File: config.mk
export PLATFORM = sky130hd
export DESIGN_NAME = serializer_i2c_timing_datapath_regs
export DESIGN_NICKNAME = d
export VERILOG_FILES = /design/src/core/i2c_timing_pkg.sv /design/src/core/scl_period_timer.sv /design/src/core/serializer_i2c_timing_datapath_regs.sv
export SDC_FILE = /design/constraint.sdc
export NUM_CORES = 1
export LEC_CHECK = 0
export BUFFER_PORTS_ARGS = -buffer_cell sky130_fd_sc_hd__buf_4
export CAP_MARGIN = 20
export CORE_MARGIN = 2
export CORE_UTILIZATION = 40
export DETAILED_ROUTE_END_ITERATION = 6
export PLACE_DENSITY = 0.6
export SYNTH_ARGS = -nofsm -noshare
export SYNTH_HDL_FRONTEND = slang
export SYNTH_SLANG_ARGS = --single-unit
File: constraint.sdc
create_clock -name mclk -period 3.1 [get_ports mclk]
set_input_delay 0.31 -clock mclk [delete_from_list [all_inputs] [get_ports mclk]]
set_output_delay 0.31 -clock mclk [all_outputs]
set_load 0.02 [all_outputs]
File: src/core/i2c_timing_pkg.sv
package i2c_timing_pkg;
	localparam logic [7:0] addr_scl_high = 8'h18;
	localparam logic [7:0] addr_scl_low = 8'h19;
	localparam logic [7:0] addr_datapath = 8'h1a;
	localparam logic [7:0] addr_crc_count = 8'h1b;
	localparam logic [7:0] scl_period_reset = 8'h7f;
	localparam logic [7:0] crc_count_max = 8'hff;
	localparam logic [7:0] zero_byte = 8'h00;
	localparam int surround_bit = 0;
	localparam int wide_bit = 1;
	localparam int aux_audio_bit = 3;
	localparam logic [8:0] extra_periods = 9'h005;
	localparam logic [1:0] datapath_reset = 2'h0;
endpackage

File: src/core/scl_period_timer.sv
`timescale 1ns/1ps
module scl_period_timer (
	input wire logic mclk,
	input wire logic reset,
	input wire logic start,
	input wire logic [7:0] count,
	output logic done
);
	logic [8:0] left_r;
	logic busy_r;
	logic [8:0] left_nxt;
	assign left_nxt = start ? ({1'b0, count} + i2c_timing_pkg::extra_periods - 9'h001)
		: ((busy_r & (left_r != 9'h000)) ? left_r - 9'h001 : left_r);
	always_ff @(posedge mclk or posedge reset) begin
		if (reset) begin
			left_r <= 9'h000;
			busy_r <= 1'b0;
			done <= 1'b0;
		end else begin
			left_r <= left_nxt;
			busy_r <= start | (busy_r & (left_r != 9'h000));
			done <= busy_r & ~start & (left_r == 9'h000);
		end
	end
endmodule // scl_period_timer

File: src/core/serializer_i2c_timing_datapath_regs.sv
`timescale 1ns/1ps
module serializer_i2c_timing_datapath_regs (
	input wire logic mclk,
	input wire logic reset,
	input wire logic reg_wr,
	input wire logic reg_rd,
	input wire logic [7:0] reg_addr,
	input wire logic [7:0] reg_wdata,
	output logic [7:0] reg_rdata,
	input wire logic mode_strap_pin0,
	input wire logic self_test_enable,
	input wire logic crc_count_clear,
	input wire logic backchannel_crc_errors,
	input wire logic repeater_mode,
	input wire logic inband_surround_valid,
	input wire logic inband_surround,
	input wire logic master_scl_run,
	output logic master_scl_out,
	input wire logic slave_stretch_req,
	output logic slave_scl_release,
	output logic wide_payload_mode,
	output logic surround_audio,
	output logic data_island_transport,
	output logic aux_audio_enable,
	output logic [7:0] scl_high_count,
	output logic [7:0] scl_low_count
);
	logic [7:0] scl_high_period_r;
	logic [7:0] scl_low_period_r;
	logic [1:0] datapath_r;
	logic [7:0] crc_count_r;
	logic strap_s1_r, strap_s2_r, strap_done_r, aux_audio_r;
	logic strap_ready_r, aux_latched_r, master_active_r;
	logic test_s1_r, test_s2_r, test_prev_r;
	logic err_s1_r, err_s2_r;
	logic slave_active_r, slave_stretch_prev_r;
	logic [7:0] rdata_nxt;
	logic [7:0] crc_count_nxt;
	logic test_start, wr_high, wr_low, wr_dp, surround_nxt;
	logic timer_start, timer_done, slave_start;
	logic [7:0] timer_count;

	assign wr_high = reg_wr & (reg_addr == i2c_timing_pkg::addr_scl_high);
	assign wr_low = reg_wr & (reg_addr == i2c_timing_pkg::addr_scl_low);
	// counter address has no write path at all
	assign wr_dp = reg_wr & (reg_addr == i2c_timing_pkg::addr_datapath);
	assign test_start = test_s2_r & ~test_prev_r;
	// a new error in the clear cycle is dropped; clearing restarts the run
	assign crc_count_nxt = (test_start | crc_count_clear) ? i2c_timing_pkg::zero_byte
		: (test_s2_r & err_s2_r & (crc_count_r != i2c_timing_pkg::crc_count_max))
		? crc_count_r + 8'h01 : crc_count_r;
	// repeater follows in-band detection while it is valid
	assign surround_nxt = (repeater_mode & inband_surround_valid) ? inband_surround
		: datapath_r[i2c_timing_pkg::surround_bit];
	assign rdata_nxt = (reg_addr == i2c_timing_pkg::addr_scl_high) ? scl_high_period_r
		: (reg_addr == i2c_timing_pkg::addr_scl_low) ? scl_low_period_r
		: (reg_addr == i2c_timing_pkg::addr_datapath)
		? {4'h0, aux_audio_r, 1'b0, datapath_r}
		: (reg_addr == i2c_timing_pkg::addr_crc_count) ? crc_count_r
		: i2c_timing_pkg::zero_byte;

	// one timer is shared: a slave setup start takes it over from a running master phase
	assign slave_start = slave_stretch_req & ~slave_stretch_prev_r;
	// release pulse restarts a master whose phase the slave wait cut short
	assign timer_start = slave_start | (master_scl_run & ~slave_active_r
		& (timer_done | ~master_active_r | slave_scl_release));
	// count of the phase about to start: low first, then alternate
	assign timer_count = (slave_start | ~master_active_r | master_scl_out)
		? scl_low_period_r : scl_high_period_r;

	scl_period_timer u_timer (
		.mclk(mclk),
		.reset(reset),
		.start(timer_start),
		.count(timer_count),
		.done(timer_done)
	);

	always_ff @(posedge mclk or posedge reset) begin
		if (reset) begin
			scl_high_period_r <= i2c_timing_pkg::scl_period_reset;
			scl_low_period_r <= i2c_timing_pkg::scl_period_reset;
		end else begin
			if (wr_high) scl_high_period_r <= reg_wdata;
			if (wr_low) scl_low_period_r <= reg_wdata;
		end
	end

	always_ff @(posedge mclk or posedge reset) begin
		if (reset) begin
			datapath_r <= i2c_timing_pkg::datapath_reset;
		end else if (wr_dp) begin
			datapath_r <= reg_wdata[1:0];
		end
	end

	always_ff @(posedge mclk or posedge reset) begin
		if (reset) begin
			strap_s1_r <= 1'b0;
			strap_s2_r <= 1'b0;
			strap_done_r <= 1'b0;
			strap_ready_r <= 1'b0;
			aux_audio_r <= 1'b0;
		end else begin
			strap_s1_r <= mode_strap_pin0;
			strap_s2_r <= strap_s1_r;
			strap_done_r <= 1'b1;
			strap_ready_r <= strap_done_r;
			// second stage holds the pin only from the second edge on
			if (strap_ready_r & ~aux_latched_r) aux_audio_r <= strap_s2_r;
		end
	end
	always_ff @(posedge mclk or posedge reset) begin
		if (reset) aux_latched_r <= 1'b0;
		else if (strap_ready_r) aux_latched_r <= 1'b1;
	end

	always_ff @(posedge mclk or posedge reset) begin
		if (reset) begin
			test_s1_r <= 1'b0;
			test_s2_r <= 1'b0;
			test_prev_r <= 1'b0;
			err_s1_r <= 1'b0;
			err_s2_r <= 1'b0;
			crc_count_r <= i2c_timing_pkg::zero_byte;
		end else begin
			test_s1_r <= self_test_enable;
			test_s2_r <= test_s1_r;
			test_prev_r <= test_s2_r;
			err_s1_r <= backchannel_crc_errors;
			err_s2_r <= err_s1_r;
			crc_count_r <= crc_count_nxt;
		end
	end

	always_ff @(posedge mclk or posedge reset) begin
		if (reset) begin
			master_active_r <= 1'b0;
			master_scl_out <= 1'b1;
			slave_active_r <= 1'b0;
			slave_stretch_prev_r <= 1'b0;
			slave_scl_release <= 1'b0;
		end else begin
			slave_stretch_prev_r <= slave_stretch_req;
			slave_scl_release <= slave_active_r & timer_done;
			if (slave_start) slave_active_r <= 1'b1;
			else if (timer_done) slave_active_r <= 1'b0;
			if (!master_scl_run) begin
				master_active_r <= 1'b0;
				master_scl_out <= 1'b1;
			end else if (timer_start & ~slave_start) begin
				master_active_r <= 1'b1;
				master_scl_out <= master_active_r ? ~master_scl_out : 1'b0;
			end
		end
	end

	always_ff @(posedge mclk or posedge reset) begin
		if (reset) begin
			reg_rdata <= i2c_timing_pkg::zero_byte;
			wide_payload_mode <= 1'b0;
			surround_audio <= 1'b0;
			data_island_transport <= 1'b0;
			aux_audio_enable <= 1'b0;
			scl_high_count <= i2c_timing_pkg::scl_period_reset;
			scl_low_count <= i2c_timing_pkg::scl_period_reset;
		end else begin
			if (reg_rd) reg_rdata <= rdata_nxt;
			wide_payload_mode <= datapath_r[i2c_timing_pkg::wide_bit];
			surround_audio <= surround_nxt;
			data_island_transport <= surround_nxt;
			aux_audio_enable <= aux_audio_r;
			scl_high_count <= scl_high_period_r;
			scl_low_count <= scl_low_period_r;
		end
	end

	a_crc_saturate: assert property (@(posedge mclk) disable iff (reset)
		crc_count_r == i2c_timing_pkg::crc_count_max && !test_start && !crc_count_clear
		|=> crc_count_r == i2c_timing_pkg::crc_count_max)
		else $error("crc count left saturation");
	a_crc_clear: assert property (@(posedge mclk) disable iff (reset)
		crc_count_clear |=> crc_count_r == i2c_timing_pkg::zero_byte)
		else $error("crc count not cleared");
	a_scl_reset_val: assert property (@(posedge mclk)
		$fell(reset) |-> scl_high_period_r == i2c_timing_pkg::scl_period_reset)
		else $error("scl high reset wrong");
	a_high_write: assert property (@(posedge mclk) disable iff (reset)
		wr_high |=> scl_high_period_r == $past(reg_wdata))
		else $error("high period not written");
	a_ro_count_write: assert property (@(posedge mclk) disable iff (reset)
		reg_wr && reg_addr == i2c_timing_pkg::addr_crc_count && !test_start
		&& !crc_count_clear && !(test_s2_r && err_s2_r) |=> $stable(crc_count_r))
		else $error("counter took a write");
	a_surround_out: assert property (@(posedge mclk) disable iff (reset)
		surround_audio == data_island_transport)
		else $error("surround without data island");
	a_wide_follow: assert property (@(posedge mclk) disable iff (reset)
		wr_dp ##2 !$past(wr_dp) |-> wide_payload_mode == $past(reg_wdata[1], 2))
		else $error("wide mode mismatch");
	a_slave_release: assert property (@(posedge mclk) disable iff (reset)
		slave_start |-> !slave_scl_release [*6])
		else $error("scl released early");
	a_low_first: assert property (@(posedge mclk) disable iff (reset)
		timer_start && !slave_start && !master_active_r |-> timer_count == scl_low_period_r)
		else $error("master did not start low");
	a_high_phase: assert property (@(posedge mclk) disable iff (reset)
		timer_start && !slave_start && master_active_r && !master_scl_out
		|-> timer_count == scl_high_period_r)
		else $error("high phase used wrong count");
	a_master_idle: assert property (@(posedge mclk) disable iff (reset)
		!master_scl_run |=> master_scl_out)
		else $error("scl not idle high");
	c_saturate: cover property (@(posedge mclk) crc_count_r == i2c_timing_pkg::crc_count_max);
	c_slave_start: cover property (@(posedge mclk) slave_start);
	c_override: cover property (@(posedge mclk) repeater_mode && inband_surround_valid);
	c_release: cover property (@(posedge mclk) slave_scl_release);
	c_master_toggle: cover property (@(posedge mclk) $fell(master_scl_out));
endmodule // serializer_i2c_timing_datapath_regs
==> results.tsv <==
metric	value	unit
final_nets	366	
worstSetupPathType	reg2reg	
wl_met3	216	um
yosys.area.top_type	dfrtp_1	
die_x	96.5	um
die_area	9320	um2
wl_per_cell	15.5	um
vias	2260	
maxSlewViolCount	0	
ys_seq_area_frac	0.595	
powerDensity	565	nW/um2
initial_core_util	0.415	
wl_met1	3040	um
drtIter0Drc	76	
crit_fanout	10	
cts-htree-levels	3	
power.leakage	1.84	nW
num_rows	33	
vdd_drop_max	0.351	mV
finalWirelength	6870	um
synth_cells	271	
wl_met2	3510	um
grt_usage	0.163	
synth-seq-cells	80	
min_period	2130	ps
period_share	0.687	
numCtsBuffers	9	
worstMarginPinSlew	764	ps
start_kind	register	
crit_path_end_kind	register	
root_buffer	clkbuf_8	
post_cts_resized	0	
rsz0062_at_grt	no	
finalClockSkew	4.74	ps
clockBufferDepth	2	
synth_cell_types	47	
slew_headroom	0.490	
clock_latency	340	ps
clock-sinks	80	
grt_pass1_vias	2197	
core-area	8260	um2
finalSetupTns	0	ps
arrival	2340	ps
antennaDiodeCount	0	
top_layer_used	met4	
viasPerCell	5.09	
postRouteAntennaNets	0	
hold_class	in2reg	
cts.clk_slew.worst_paths	80	ps
syn-cell-area	3430	um2
synth-main-ff-cell	dfrtp_1	
area_delta_synth_final	21.0	%
crit_required	3310	ps
postCtsSetupRepairBufs	0	
power.total	2.34	mW
synth_fp_nets	303	
async_reset_ff_frac	1.00	
route.detailed.drc	0	
pin_count	59	
dpl.hpwl	5020	um
io_buffers	58	
antenna_found_initial	0	
synth_edf_count	0	
firstDrtPassIters	4	
drive_gt1_frac	0.416	
fillers	769	
finalHoldViolCount	0	
fmax	470	MHz
place_congestion	0.812	
r2r-start	master_scl_out	
synthTopCellsByArea	dfrtp_1 (37%), dfstp_2 (22%), mux2_2 (9.2%)	
avgSynthCellArea	12.6	um2
ys_warn_count	0	
cts_tree	yes	
synth.top_cell.area_share	0.373	
status	finished clean	
min-delay-start	mode_strap_pin0	
grt_pass1_wl	11200	um
grt_max_degree	45	
cap_violations	0	
grt_overflow	0	
die_h	96.5	um
cts.hold.buffers_added	0	
crit_start	master_scl_out	
setup_viol	0	
-- kinds of logic after synthesis --
group / after synthesis / share of synthesized area
flops: 80 / 0.595
simple gates: 68 / 0.115
compound gates: 40 / 0.0756
mux: 40 / 0.138
buf+inv: 25 / 0.0289
xor+xnor: 14 / 0.0358
fa+ha+maj: 3 / 0.0110
other cells: 1 / 0.00109
-- report_power, final --
group / internal [mW] / total [mW] / leakage [nW] / switching, mW
Clock: 0.286 / 0.654 / 0.0781 / 0.368
Combinational: 0.199 / 0.438 / 0.803 / 0.238
Sequential: 1.16 / 1.25 / 0.957 / 0.0901
Total: 1.65 / 2.34 / 1.84 / 0.697
-- through the flow --
stage                     utilization  area [um2]  setup WS, ps  cells  hold WS (ps)
after CTS                       0.502        4150           972    444          47.3
after global placement          0.482        3980           956    428           332
after global routing            0.502        4150           805    444          37.6
after floorplan                     -        3430           786    271           331
after detailed placement        0.482        3980           921    428           335
final                           0.502        4150           972    444          64.6
-- metal layers --
metal,up-vias,track usage
li1,1090,-
met1,1122,0.213
met2,38,0.267
met3,10,0.0434
met4,0,0.0528
met5,-,0
-- path summary, 6_finish.rpt --
check / cells past startpoint / slack [ps] / endpoint
min: 1 / 60 / strap_s1_r
max in group asynchronous: 3 / 2250 / scl_high_count[6]
min reg2reg: 0 / 350 / err_s2_r
max reg2reg: 7 / 970 / u_timer.left_r[6]
min in group asynchronous: 2 / 100 / strap_done_r
max: 7 / 970 / u_timer.left_r[6]
-- registers in the layout, summed over array words and instances, names as in the netlist, 2 cells and up --
| name | cells |
|---|---|
| reg_rdata | 8 |
| scl_high_period_r | 8 |
| scl_low_period_r | 8 |
| scl_high_count | 8 |
| crc_count_r | 8 |
| u_timer.left_r | 9 |
| datapath_r | 2 |
| scl_low_count | 8 |
-- cell type report --
cell class,count,area [um2],share of cell area
clock buffer,10,128,0.0308
clock inverter,6,37.5,0.00905
inverter,18,67.6,0.0163
multi-input combinational,166,1290,0.311
sequential,80,2040,0.492
tap,105,131,0.0317
timing repair buffer,59,455,0.110
-- critical path, stage by stage (launching register included) --
cell      delay, ps
dfstp_2         380
nand2b_1        190
nor2_2          440
mux2_2          420
ha_1            200
o21ai_0         140
xnor2_1         160
a21oi_1          80
-- cells in the mapped netlist, types with 2 or more instances --
cell type / n
mux2_2: 28
o22ai_1: 8
inv_1: 18
o311ai_0: 2
nand2_1: 16
o211ai_1: 2
nand3_1: 5
a22oi_1: 5
mux4_2: 3
nor2b_1: 3
o21ai_0: 8
ha_1: 3
mux2i_1: 9
xnor2_1: 4
a21oi_1: 8
nand2b_1: 2
xor2_1: 10
clkbuf_1: 5
dfstp_2: 29
dfrtp_1: 51
nor2_1: 14
and2_1: 3
nand4_1: 7
nor3_1: 5
-- cells in the final DEF, fill, tap and decap left out, types with 8 or more instances in the layout --
| master | instances |
|---|---|
| nand2_1 | 16 |
| mux2_2 | 28 |
| clkbuf_8 | 9 |
| a21oi_1 | 8 |
| o22ai_1 | 8 |
| mux2i_1 | 9 |
| dfrtp_1 | 51 |
| nor2_1 | 14 |
| xor2_1 | 10 |
| dfstp_2 | 29 |
| o21ai_0 | 8 |
| buf_4 | 58 |
| inv_1 | 17 |
Power figures use the tool's default switching activity.
